File: config.mk
export PLATFORM = sky130hd
export DESIGN_NAME = vectored_priority_interrupt_unit
export DESIGN_NICKNAME = d
export VERILOG_FILES = /design/src/inc/irq_unit_pkg.sv /design/src/rtl/vectored_priority_interrupt_unit.sv
export SDC_FILE = /design/constraint.sdc
export NUM_CORES = 1
export LEC_CHECK = 0
export ABC_AREA = 1
export BUFFER_PORTS_ARGS = -buffer_cell sky130_fd_sc_hd__buf_2
export CORE_MARGIN = 2
export CORE_UTILIZATION = 45
export CTS_BUF_LIST = sky130_fd_sc_hd__clkbuf_16
export DETAILED_ROUTE_END_ITERATION = 8
export HOLD_SLACK_MARGIN = 0.06
export PLACE_DENSITY = 0.7
export SYNTH_ARGS = -nofsm -noshare
export SYNTH_HDL_FRONTEND = slang
export SYNTH_SLANG_ARGS = --single-unit
File: constraint.sdc
create_clock -name clk -period 21.6 [get_ports clk]
set_input_delay 6.48 -clock clk [delete_from_list [all_inputs] [get_ports clk]]
set_output_delay 6.48 -clock clk [all_outputs]
set_load 0.05 [all_outputs]
File: src/inc/irq_unit_pkg.sv
// Purpose: Shared constants and types for the vectored priority interrupt unit
// Assumes: Six sources, 8-bit program memory, 16-bit vectors
// Notes: Priority register encodes one of six orderings plus a reversal of the whole order
`default_nettype none
package irq_unit_pkg;

  localparam int unsigned NUM_SRC = 6;
  localparam logic [7:0] PRIO_RESET = 8'h00;
  localparam logic [5:0] MASK_RESET = 6'h00;
  localparam logic [5:0] REQ_RESET = 6'h00;
  localparam logic [15:0] VECTOR_STRIDE = 16'h0002;
  localparam logic PIN_IDLE = 1'h1;
  localparam logic [15:0] VEC_SRC0 = 16'h0000;
  localparam logic [15:0] VEC_SRC1 = 16'h0002;
  localparam logic [15:0] VEC_SRC2 = 16'h0004;
  localparam logic [15:0] VEC_SRC3 = 16'h0006;
  localparam logic [15:0] VEC_SRC4 = 16'h0008;
  localparam logic [15:0] VEC_SRC5 = 16'h000a;

  typedef enum logic [6:0] {
    ST_IDLE = 7'b000_0001,
    ST_PUSH_PCL = 7'b000_0010,
    ST_PUSH_PCH = 7'b000_0100,
    ST_PUSH_FLAGS = 7'b000_1000,
    ST_FETCH_HI = 7'b001_0000,
    ST_FETCH_LO = 7'b010_0000,
    ST_BRANCH = 7'b100_0000
  } seq_state_e;

  typedef struct packed {
    logic [7:0] addr;
    logic [7:0] data;
    logic valid;
  } stack_push_s;

  typedef struct packed {
    logic [15:0] addr;
    logic valid;
  } vec_fetch_s;

  typedef struct packed {
    seq_state_e state;
    logic [5:0] req;
    logic [2:0] granted;
    logic [15:0] vector;
    logic comparator_in_b_d;
    logic port3_line3_d;
    logic comparator_in_a_d;
    logic global_enable;
    stack_push_s push;
    vec_fetch_s fetch;
    logic [15:0] new_pc;
    logic load_pc;
    logic busy;
  } unit_state_s;

endpackage
`default_nettype wire

File: src/rtl/vectored_priority_interrupt_unit.sv
// Purpose: Six-source vectored interrupt unit for an 8-bit core
// Assumes: Pins synchronous to clk; core grants one interrupt cycle at a time
// Notes: Stack pushes and vector fetches are one-cycle strobes to the core
`timescale 1ns/1ps
`default_nettype none

module vectored_priority_interrupt_unit (
  input wire logic clk,
  input wire logic reset_n,
  input wire logic comparator_in_b,
  input wire logic port3_line3,
  input wire logic comparator_in_a,
  input wire logic counter_timer_zero,
  input wire logic counter_timer_one,
  input wire logic [5:0] mask,
  input wire logic mask_global,
  input wire logic [7:0] priority_sel,
  input wire logic ei_pulse,
  input wire logic [15:0] pc,
  input wire logic [7:0] flags,
  input wire logic [7:0] sp,
  input wire logic [7:0] fetch_data,
  input wire logic [5:0] req_clear,
  output logic [5:0] req,
  output logic global_enable,
  output logic busy,
  output irq_unit_pkg::stack_push_s push,
  output irq_unit_pkg::vec_fetch_s fetch,
  output logic [15:0] new_pc,
  output logic load_pc
);

  irq_unit_pkg::unit_state_s st;
  irq_unit_pkg::unit_state_s next_st;
  logic [5:0] edges;
  logic [5:0] active;
  logic [2:0] winner;
  logic any_active;

  // Rank position of a source under the selected ordering
  // Sum kept four bits wide so source plus offset cannot wrap before the fold
  function automatic logic [2:0] rank_of(input logic [2:0] src, input logic [7:0] sel);
    logic [3:0] offset;
    logic [3:0] sum;
    logic [2:0] r;
    offset = 4'h0;
    unique case (sel[2:0])
      3'h1: offset = 4'h5;
      3'h2: offset = 4'h4;
      3'h3: offset = 4'h3;
      3'h4: offset = 4'h2;
      3'h5: offset = 4'h1;
      default: offset = 4'h0;
    endcase
    sum = {1'h0, src} + offset;
    if (sum >= 4'(irq_unit_pkg::NUM_SRC))
    begin
      sum = sum - 4'(irq_unit_pkg::NUM_SRC);
    end
    r = sum[2:0];
    if (sel[3])
    begin
      r = 3'h5 - r;
    end
    return r;
  endfunction

  // Edge seen against the level held one cycle earlier
  function automatic logic fell_edge(input logic prev, input logic cur);
    return prev & ~cur;
  endfunction

  function automatic logic rose_edge(input logic prev, input logic cur);
    return ~prev & cur;
  endfunction

  // Even byte of each source's vector pair; the odd byte follows it
  function automatic logic [15:0] vector_base(input logic [2:0] src);
    logic [15:0] a;
    a = irq_unit_pkg::VEC_SRC0;
    unique case (src)
      3'h0: a = irq_unit_pkg::VEC_SRC0;
      3'h1: a = irq_unit_pkg::VEC_SRC1;
      3'h2: a = irq_unit_pkg::VEC_SRC2;
      3'h3: a = irq_unit_pkg::VEC_SRC3;
      3'h4: a = irq_unit_pkg::VEC_SRC4;
      3'h5: a = irq_unit_pkg::VEC_SRC5;
      default: a = irq_unit_pkg::VEC_SRC0;
    endcase
    return a;
  endfunction

  always_comb
  begin
    edges[0] = fell_edge(st.comparator_in_b_d, comparator_in_b);
    edges[1] = fell_edge(st.port3_line3_d, port3_line3);
    edges[2] = fell_edge(st.comparator_in_a_d, comparator_in_a);
    edges[3] = rose_edge(st.comparator_in_b_d, comparator_in_b);
    edges[4] = counter_timer_zero;
    edges[5] = counter_timer_one;
    active = st.req & mask & {6{mask_global}};
    any_active = |active & st.global_enable;
    // Ranks form a permutation, so the lowest rank is never tied
    winner = 3'h0;
    for (int i = 5; i >= 0; i--)
    begin
      if (active[i] && (!active[winner] ||
          rank_of(3'(i), priority_sel) < rank_of(winner, priority_sel)))
      begin
        winner = 3'(i);
      end
    end
  end

  always_comb
  begin
    next_st = st;
    next_st.comparator_in_b_d = comparator_in_b;
    next_st.port3_line3_d = port3_line3;
    next_st.comparator_in_a_d = comparator_in_a;
    next_st.push.valid = 1'b0;
    next_st.fetch.valid = 1'b0;
    next_st.load_pc = 1'b0;
    // Set beats clear, so an edge in the clear cycle survives
    next_st.req = (st.req & ~req_clear) | edges;
    // Enable only from idle, so a service in flight cannot be reopened
    if (ei_pulse && st.state == irq_unit_pkg::ST_IDLE)
    begin
      next_st.global_enable = 1'b1;
    end
    unique case (st.state)
      irq_unit_pkg::ST_IDLE:
      begin
        if (any_active)
        begin
          next_st.global_enable = 1'b0;
          next_st.granted = winner;
          // A fresh edge on the granted source keeps its request
          next_st.req[winner] = edges[winner];
          next_st.push = '{addr: 8'(sp - 8'h01), data: pc[7:0], valid: 1'b1};
          next_st.busy = 1'b1;
          next_st.state = irq_unit_pkg::ST_PUSH_PCH;
        end
      end
      irq_unit_pkg::ST_PUSH_PCH:
      begin
        next_st.push = '{addr: 8'(sp - 8'h02), data: pc[15:8], valid: 1'b1};
        next_st.state = irq_unit_pkg::ST_PUSH_FLAGS;
      end
      irq_unit_pkg::ST_PUSH_FLAGS:
      begin
        next_st.push = '{addr: 8'(sp - 8'h03), data: flags, valid: 1'b1};
        next_st.fetch = '{addr: vector_base(st.granted), valid: 1'b1};
        next_st.state = irq_unit_pkg::ST_FETCH_HI;
      end
      // Byte answered in the strobe cycle; high byte from the even address
      irq_unit_pkg::ST_FETCH_HI:
      begin
        next_st.vector[15:8] = fetch_data;
        next_st.fetch = '{addr: 16'(st.fetch.addr + 16'h0001), valid: 1'b1};
        next_st.state = irq_unit_pkg::ST_FETCH_LO;
      end
      irq_unit_pkg::ST_FETCH_LO:
      begin
        next_st.new_pc = {st.vector[15:8], fetch_data};
        next_st.load_pc = 1'b1;
        next_st.state = irq_unit_pkg::ST_BRANCH;
      end
      irq_unit_pkg::ST_BRANCH:
      begin
        next_st.busy = 1'b0;
        next_st.state = irq_unit_pkg::ST_IDLE;
      end
      default:
      begin
        next_st.state = irq_unit_pkg::ST_IDLE;
      end
    endcase
  end

  always_ff @(posedge clk)
  begin
    if (!reset_n)
    begin
      st <= '0;
      st.state <= irq_unit_pkg::ST_IDLE;
      st.req <= irq_unit_pkg::REQ_RESET;
      // History idles high, so a pin held high at release raises no request
      st.comparator_in_b_d <= irq_unit_pkg::PIN_IDLE;
      st.port3_line3_d <= irq_unit_pkg::PIN_IDLE;
      st.comparator_in_a_d <= irq_unit_pkg::PIN_IDLE;
    end
    else
    begin
      st <= next_st;
    end
  end

  assign req = st.req;
  assign global_enable = st.global_enable;
  assign busy = st.busy;
  assign push = st.push;
  assign fetch = st.fetch;
  assign new_pc = st.new_pc;
  assign load_pc = st.load_pc;

endmodule

`default_nettype wire

==> results of run 1 <==
timing repair:
item                                    4_1_cts  5_1_grt
resized for setup                             4       81
endpoints found under the setup margin        6        9
pin swaps                                     0       56
buffers inserted                              0       13
routing by layer:
| layer | GRT usage | vias up |
|---|---|---|
| met2 | 0.3404 | 135 |
| met1 | 0.2773 | 2679 |
| met4 | 0.05588 | 0 |
| met5 | 0 | - |
| met3 | 0.04420 | 20 |
| li1 | - | 3001 |
path summary, 6_finish.rpt:
path                              start               endpoint
setup / recovery        priority_sel[1]      req[5]$_SDFF_PN0_
hold / removal    push[15]$_SDFFE_PN0P_  push[15]$_SDFFE_PN0P_
setup reg to reg      req[0]$_SDFF_PN0_      req[5]$_SDFF_PN0_
hold reg to reg   push[15]$_SDFFE_PN0P_  push[15]$_SDFFE_PN0P_
Yosys cell counts, types with 2 or more instances:
cell type	n	share of area
nand2_1	143	0.089
mux2i_1	2	0.0033
a41oi_1	7	0.010
clkbuf_1	16	0.010
nand2_2	16	0.017
or2_2	3	0.0031
a221oi_1	8	0.012
fa_1	3	0.010
o21ai_0	64	0.053
o22ai_1	5	0.0052
dfxtp_1	79	0.26
nor3_1	8	0.0067
a211oi_1	4	0.0050
inv_1	113	0.071
nor2_2	5	0.0052
nand2_4	6	0.011
inv_2	5	0.0031
buf_2	2	0.0017
nand3_2	5	0.0083
a21oi_2	2	0.0029
nand2_8	2	0.0067
nor2_1	115	0.072
o211ai_1	2	0.0025
a21oi_1	34	0.028
ha_1	46	0.096
a31oi_1	6	0.0062
nand4_1	8	0.0083
nor4_1	4	0.0042
xor2_1	18	0.026
clkinv_1	3	0.0019
nand3_1	46	0.038
buf_4	56	0.070
xnor2_1	7	0.010
area by class of cell:
class	instances	area share
Clock buffer	9	0.02993
Clock inverter	7	0.007649
Inverter	123	0.06335
Multi-Input combinational cell	588	0.5116
Sequential cell	79	0.2102
Tap cell	176	0.02927
Timing Repair Buffer	188	0.1480
power by group through the flow:
| stage | registers [W] | clock network, W | logic [W] |
|---|---|---|---|
| 2_1_floorplan | 0.000155 | 0 | 0.0000933 |
| 3_3_place_gp | 0.000155 | 0 | 0.000129 |
| 3_5_place_dp | 0.000155 | 0 | 0.000131 |
| 4_1_cts | 0.000152 | 0.000147 | 0.000133 |
| 5_1_grt | 0.000152 | 0.000154 | 0.000176 |
| 6_report | 0.000152 | 0.000143 | 0.000158 |
cell usage in the layout (no fill, tap or decap), types with 8 or more instances in the layout:
cell type,count
ha_1,28
nand2_1,135
inv_2,14
nor3_1,8
dfxtp_1,79
a221oi_1,8
ha_4,15
nor2_1,110
a21oi_1,26
nand4_1,8
o21ai_0,60
xor2_1,16
nand3_2,10
buf_2,122
inv_1,105
nand3_1,40
buf_4,63
nand2_2,23
clkbuf_16,9
through the flow:
step           hold slack [ns]  instance area, sq um
6_report                0.4627                  7525
5_1_grt                 0.4819                  7525
4_1_cts                 0.4652                  7042
3_5_place_dp            0.4554                  6744
3_3_place_gp            0.4547                  6744
2_1_floorplan           0.4448                  6011
cells by family after synthesis:
logic type,after synthesis,share of synthesized area
buffers and inverters,199,0.1635
flip-flops,79,0.2633
multiplexers,2,0.003333
AND/OR/NAND/NOR,365,0.2768
AO/OA/AOI/OAI,146,0.1481
XOR/XNOR,26,0.03916
adder cells (fa/ha/maj),49,0.1058
registers in the layout, indices dropped and copies added (netlist names):
register / count
st: 20
req: 6
fetch: 17
push: 17
global_enable: 1
new_pc: 16
load_pc: 1
busy: 1
critical path: cells and delay by family:
kind | cells | cell delay (ns)
AO/OA/AOI/OAI | 16 | 2.11
XOR/XNOR | 12 | 1.93
adder cells (fa/ha/maj) | 23 | 4.99
buffers and inverters | 22 | 1.52
AND/OR/NAND/NOR | 48 | 4.07
==> results.md, run 1 <==
* Status: finished, final reports clean
* FF+latch count, synth at 79
* Synthesis Warnings at 0
* Post-DRT Antenna Nets at 0
* CTS tree: yes
* Comb pwr share at 0.349
* Yosys cell types at 56
* N_diodes at 0
* Max-cap violations at 0
* Syn_nets at just under 1,000
* EDFF count, synth at 0
* Clock share of power at 0.316
* Starting density of the core at 0.4572
* DR top layer: met4
* CP Class: input port to flip-flop
* Peak VDD IR at ~0.061 mV
* Total Routing Usage GR at 0.2076
* Critical Path Max Stage Delay at 0.39 ns
* CP max FO at 5
* Register area at around 1600 sq um
* R2R Setup Slk at between 8 and 9 ns
* Worst Reg-to-Reg Cells at 108
* Maximum number of pins on one net before global-route repair at 42
* Share of post-route cells with drive strength above 1 at 0.3260
* Vias per cell at 4.987
* Clock-pin slew on the worst setup and hold paths at 0.06 ns
* Gr ovfl total at 0
* Worst-path cell with the longest stage delay: fa_2
* Cells after Synth at 866
* TritonCTS buffer count at 9
* Initial antenna violation count at 0
* Synthesized cell area at 6007 sq um
* Buffers on Ports at ~120
* CTS H-tree lvls at 3
* Iteration-0 DRC Markers at 231
* CTS Hold Bufs at 0
* Register share of total power at 0.335
* Post-synthesis area per instance at 6.937 sq um
* Register area share after synthesis at 0.2633
* Setup WS pre-CTS at -0.4197 ns
* Slew margin rel. at 0.4511
* Minimum clock period at 20.86 ns
* HPWL after DPL at 11.24 mm
* Pin slew with the least headroom to its limit at 0.8203 ns
* Net Sw Frac at 0.3454
* Core area at 13,140 sq um
* Layout Utilization at 0.5728
* Filler instances at 1,284
* Die Height at 119.5 um
* Final setup viols at 0
* Crit path arrival time at around 21 ns
* Total negative slack at 0 ns
* Root Driver: clkbuf_16
* Final WL at between 15 and 20 mm
* Multi-input gate area at 3850 sq um
* Clk buf depth at 2
* WL met2 at about 7.3 mm
* First-pass GRT wire length at 24.61 mm
* Prevailing post-synth register cell: dfxtp_1
* F_max at 0.04793 GHz
* Met3 wire length at 814 um
* Crit path top cell by count: nand2_1
* Leak Pwr at 3.675 nW
* DR pass1 iterations at 5
* P_int at approximately 0.00030 W
* Met1 WL at 7.071 mm
* Worst Setup End Kind: flip-flop
* Num rows at 42
* Worst Hold Path Cells at 2
* Vias after detailed routing at 5,835
* Layout overhead on the synthesized area at 25.27%
* Worst Setup Start Kind: input port
* Nets@finish at 1,107
* Sw power at 0.0001565 W
* HP Class: flip-flop to flip-flop
* Final GP Congestion at 0.8694
* Clk sinks at between 70 and 80
* Critical Path RT at ~22 ns
* Clk Latency, worst-skew pair at between 0.3 and 0.4 ns
* Die area at 14,290 sq um
* Vias in the first global route at 5,328
* Die width at 119.5 um
* Total power at 0.0004529 W
* Final Hold Viols at 0
* Finished Layout Cells at ~1,200
* Asr flop ratio synth at 0
* Fin Clk Skew at 0.007150 ns
* IO Pins at ~130
* Final Cycle Share at 0.9659
* # DRC at 0
* Inst Count DP at 1,141
* Routed WL per cell at about 13 um
* Slack of the critical path at 0.7364 ns
* Pwr dens at 60.19 nW/um^2
* Final-report max-slew violation count at 0
Note: power is estimated with default switching activity, not from simulation.
==> run 2: changes to the inputs <==
--- a/config.mk
+++ b/config.mk
@@ -13,5 +13,5 @@
 export DETAILED_ROUTE_END_ITERATION = 8
 export HOLD_SLACK_MARGIN = 0.06
-export PLACE_DENSITY = 0.7
+export PLACE_DENSITY = 0.75
 export SYNTH_ARGS = -nofsm -noshare
 export SYNTH_HDL_FRONTEND = slang
==> constraint.sdc (replaced) <==
create_clock -name clk -period 26 [get_ports clk]
set_input_delay 2.6 -clock clk [delete_from_list [all_inputs] [get_ports clk]]
set_output_delay 2.6 -clock clk [all_outputs]
set_load 0.05 [all_outputs]
==> run 2 against run 1 <==
Clock skew increased by 0.0017 ns. Flip-flop and latch count unchanged. Largest power group is now clock. Critical path depth unchanged. Power decreased by 21%. Wire length decreased by 10%. Critical endpoint unchanged. Utilization decreased by 6.4 points. Setup slack improved by 5.9 ns. Highest routed layer unchanged. Clock power decreased by 7%. Combinational power decreased by 38%. Design area decreased by 11%. Register-to-register slack improved by 2.9 ns. Largest cell class unchanged.
==> results.md, run 2 (synthesis results as in run 1) <==
* Status: finished, final reports clean
* Vias in the first global route at 5,063
* Multi-input gate area at 3456 sq um
* Register area at 1582 sq um
* Share of post-route cells with drive strength above 1 at 0.2135
* Largest register by flop count: st
* CP max FO at 10
* Total negative slack at 0 ns
* Routed WL per cell at 12.53 um
* Pin slew with the least headroom to its limit at 0.7822 ns
* # DRC at 0
* Core area at 13,140 sq um
* CTS Hold Bufs at 0
* Crit path top cell by count: nand2_1
* Clk buf depth at 2
* Post-route design area at about 6700 sq um
* Total Routing Usage GR at 0.1975
* Nets@finish at 1,045
* Starting density of the core at 0.4572
* Most frequent cells in the layout: nand2_1, buf_2, nor2_1
* Crit path arrival time at approximately 20 ns
* Worst Setup End Kind: flip-flop
* CTS tree: yes
* IO Pins at 128
* Die Height at 119.5 um
* TritonCTS buffer count at 9
* Maximum number of pins on one net before global-route repair at 42
* Peak VDD IR at about 0.043 mV
* Inst Count DP at roughly 1,100
* Buffers on Ports at about 120
* DR pass1 iterations at 4
* Clock-pin slew on the worst setup and hold paths at roughly 0.070 ns
* Root Driver: clkbuf_16
* F_max at 0.05160 GHz
* DP Area at 6372 sq um
* Final GP Congestion at 0.8379
* Iteration-0 DRC Markers at 247
* Total power at 0.0003579 W
* Minimum clock period at 19.38 ns
* Clk Latency, worst-skew pair at 0.34 ns
* Num rows at 42
* CP Class: input port to flip-flop
* Vias per cell at 5.001
* Critical Path RT at approximately 26 ns
* Pwr dens at 53.53 nW/um^2
* N_diodes at 0
* Die area at 14,290 sq um
* CTS H-tree lvls at 3
* Vias after detailed routing at 5,541
* Slew margin rel. at 0.4766
* Finished Layout Cells at 1,108
* Max-cap violations at 0
* Final-report max-slew violation count at 0
* HPWL after DPL at roughly 10 mm
* Gr ovfl total at 0
* Leak Pwr at ~3.4 nW
* Worst Setup Start Kind: input port
* HP Class: flip-flop to flip-flop
* RSZ-0062 raised after global routing: false
* Layout Utilization at 0.5089
* Leading cell type in the layout, fill and taps excluded: nand2_1
* First-pass GRT wire length at 23.23 mm
* Final setup viols at 0
* Post-DRT Antenna Nets at 0
* Post_cts resized at 0
* Filler instances at approximately 1,300
* Final Hold Viols at 0
* Setup Buffers After CTS at 0
* Final Cycle Share at 0.7453
* Critical Path Max Stage Delay at 0.46 ns
* Final WL at between 10 and 15 mm
* Layout overhead on the synthesized area at 11.29%
* Initial antenna violation count at 0
* Die width at approximately 120 um
* Clk sinks at 79
* Worst-path cell with the longest stage delay: clkinv_1
* Number of flip-flops in the largest register at 20
* Fin Clk Skew at ~0.0089 ns
==> run 2: layout make-up <==
cell class | count | area share
Tap cell | 176 | 0.03294
Multi-Input combinational cell | 588 | 0.5169
Sequential cell | 79 | 0.2366
Clock buffer | 9 | 0.03369
Inverter | 123 | 0.07131
Clock inverter | 7 | 0.01310
Timing Repair Buffer | 126 | 0.09545
==> run 2: worst paths after layout <==
check | slack, ns | startpoint | depth (start not counted) | end
max | 6.62 | priority_sel[0] | 121 | req[5]$_SDFF_PN0_
min | 0.46 | push[15]$_SDFFE_PN0P_ | 2 | push[15]$_SDFFE_PN0P_
max reg2reg | 11.49 | req[0]$_SDFF_PN0_ | 108 | req[5]$_SDFF_PN0_
min reg2reg | 0.46 | push[15]$_SDFFE_PN0P_ | 2 | push[15]$_SDFFE_PN0P_
==> run 2: critical path, delay by kind of cell <==
family,cells,cell delay [ns]
simple gates,50,5.02
xor+xnor,12,2.27
compound gates,14,2.30
fa+ha+maj,22,5.57
buf+inv,23,1.86
==> run 2: through the flow <==
step	hold WS, ns	worst slack (ns)
2_1_floorplan	0.4448	8.086
3_3_place_gp	0.4519	6.627
3_5_place_dp	0.4567	6.299
4_1_cts	0.4667	6.602
5_1_grt	0.4972	4.832
6_report	0.4625	6.622
==> run 2: metal layers <==
metal  vias up  routed length [um]  track usage
met3        12                 740      0.04230
met5         -                   0            0
li1       2881                   -            -
met1      2531                6573       0.2564
met4         0                 179      0.05441
met2       117                6394       0.3318
==> run 2: where the power goes <==
part / internal [W] / switching (W) / total [W]
registers: 0.000124 / 0.00000177 / 0.000126
logic: 0.0000352 / 0.0000635 / 0.0000987
clock network: 0.0000768 / 0.0000566 / 0.000133
total: 0.000236 / 0.000122 / 0.000358
==> run 3: changes to the inputs <==
- PLACE_DENSITY: 0.75 -> 0.77
- clock period: 26 -> 17.7 ns (I/O delays scaled with it)
==> run 3 against run 2 <==
Utilization increased by 5.1 points. Register-to-register slack got worse by 7.2 ns. Largest power group unchanged. Sequential power is 47% higher. Non-clock buffer count up 55. Critical path depth down 5. Clock power rose by 62%. Design area is 10% higher. First-iteration DRC count increased by 0.81%. Clock skew shrank 0.0014 ns.
==> results.md, run 3 (synthesis results as in run 1) <==
* Nets@finish at 1,100
* DR pass1 iterations at 4
* Clk sinks at 79
* CTS tree: yes
* Worst Setup Start Kind: input port
* Die Height at 119.5 um
* Critical Path Max Stage Delay at 0.54 ns
* Worst-path cell with the longest stage delay: fa_2
* Reg2reg start: req[0]$_SDFF_PN0_
* Setup crit end: req[0]$_SDFF_PN0_
* Clock-pin slew on the worst setup and hold paths at approximately 0.06 ns
* Die area at 14,290 sq um
* Status: finished, final reports clean
* Final setup viols at 0
* Layout overhead on the synthesized area at 22.43%
* Pin slew with the least headroom to its limit at 0.8050 ns
* Largest register by flop count: st
* F_max at between 0.06 and 0.07 GHz
* CP delay by family, top: adder cells
* Peak VDD IR at 0.04979 mV
* Total Routing Usage GR at 0.2113
* Post-DRT Antenna Nets at 0
* Core area at between 10,000 and 15,000 sq um
* Number of flip-flops in the largest register at 20
* Inst Count DP at 1,141
* Root Driver: clkbuf_16
* R2R Setup Slk at 4.32 ns
* Routed WL per cell at 13.26 um
* Iteration-0 DRC Markers at ~250
* First-pass GRT wire length at 25.05 mm
* Die width at ~120 um
* Layout Utilization at 0.5598
* Total negative slack at 0 ns
* Worst Setup End Kind: flip-flop
* Crit. Startpoint: priority_sel[0]
* Leading cell type in the layout, fill and taps excluded: nand2_1
* Share of post-route cells with drive strength above 1 at 0.2888
* Post-route design area at approximately 7400 sq um
* CP Class: input port to flip-flop
* TritonCTS buffer count at 9
* Final-report max-slew violation count at 0
* Vias per cell at 5.005
* Crit path arrival time at 16.84 ns
* Critical Path RT at 17.94 ns
* CP max FO at 6
* Worst Reg-to-Reg Cells at 102
* Final GP Congestion at 0.8680
* Fin Clk Skew at 0.007497 ns
* Initial antenna violation count at 0
* # DRC at 0
* Final Cycle Share at 0.9379
* HP Class: flip-flop to flip-flop
* Vias in the first global route at 5,553
* CP Buf/Inv Count at 22
* Slew margin rel. at 0.4613
* Final WL at 15.43 mm
* Starting density of the core at 0.4572
* DP Area at 6740 sq um
* Num rows at 42
* Gr ovfl total at 0
* CTS H-tree lvls at 3
* CTS Hold Bufs at 0
* Max-cap violations at 0
* Vias after detailed routing at ~5,800
* N_diodes at 0
* Final Hold Viols at 0
* Clk buf depth at 2
* Maximum number of pins on one net before global-route repair at 42
* Finished Layout Cells at 1,163
* Pwr dens at roughly 80 nW/um^2
* HPWL after DPL at 11.46 mm
* Clk Latency, worst-skew pair at 0.33 ns
* Leak Pwr at 3.700 nW
* Most frequent cells in the layout: nand2_1, buf_2, inv_1
* Buffers on Ports at about 120
* Reg2reg end: req[0]$_SDFF_PN0_
* Crit path depth at 116
* Minimum clock period at 16.60 ns
* IO Pins at 128
run 3: cell types whose count changed in the layout (fill, tap and decap cells not counted), moves of 3 or more:
cell     delta
buf_4      +54
ha_1        -8
a21oi_1     -6
ha_4        +6
nand3_1     -6
nand3_2     +6
a21oi_2     +4
nor2_1      -3
run 3: layout make-up:
| cell class | instances | area, sq um |
|---|---|---|
| Clock inverter | 7 | 118.9 |
| Fill cell | 1281 | 5783 |
| Multi-Input combinational cell | 588 | 3677 |
| Inverter | 123 | 476.7 |
| Clock buffer | 9 | 225.2 |
| Tap cell | 176 | 220.2 |
| Timing Repair Buffer | 181 | 1055 |
| Sequential cell | 79 | 1582 |
run 3: power breakdown:
part / total (W) / switching (W) / leakage, nW / internal, W
clock network: 0.000216 / 0.0000774 / 0.169 / 0.000139
registers: 0.000185 / 0.00000271 / 0.640 / 0.000182
logic: 0.000185 / 0.000107 / 2.89 / 0.0000779
run 3: what timing repair did:
action / CTS / global route
hold endpoints to repair: 0 / 0
setup endpoints to repair: 0 / 9
gates resized for setup: 0 / 43
setup buffers: 0 / 6
run 3: worst register-to-register path, delay by kind of cell (launching register included):
| family | cells | cell delay [ns] |
|---|---|---|
| simple gates | 40 | 3.40 |
| buf+inv | 19 | 1.29 |
| xor+xnor | 10 | 1.69 |
| compound gates | 13 | 1.74 |
| flops | 1 | 0.37 |
| fa+ha+maj | 20 | 4.80 |
run 3: how the worst min path moves through the flow:
stage          cells after the start               endpoint                  start
3_5_place_dp                       2  push[15]$_SDFFE_PN0P_  push[15]$_SDFFE_PN0P_
5_1_grt                            2  push[15]$_SDFFE_PN0P_  push[15]$_SDFFE_PN0P_
6_report                           2  push[15]$_SDFFE_PN0P_  push[15]$_SDFFE_PN0P_
3_3_place_gp                       2  push[15]$_SDFFE_PN0P_  push[15]$_SDFFE_PN0P_
4_1_cts                            2  push[15]$_SDFFE_PN0P_  push[15]$_SDFFE_PN0P_
2_1_floorplan                      2  push[15]$_SDFFE_PN0P_  push[15]$_SDFFE_PN0P_
run 3: per-stage QoR:
stage	hold slack (ns)	setup WS (ns)	total power, W
after detailed placement	0.4693	0.04590	0.0003521
after floorplan	0.4448	0.6161	0.0003034
final	0.4763	1.098	0.0005863
after global routing	0.5104	-0.1387	0.0006192
after global placement	0.4530	0.3916	0.0003483
after CTS	0.4789	0.3385	0.0005675
run 3: routing by layer:
layer  up-vias  wire [um]  global-route usage
li1       2983          -                   -
met1      2693       6702              0.2624
met2       128       7667              0.3732
met3        17        829             0.04040
met4         0        227             0.05735
met5         -          0                   0
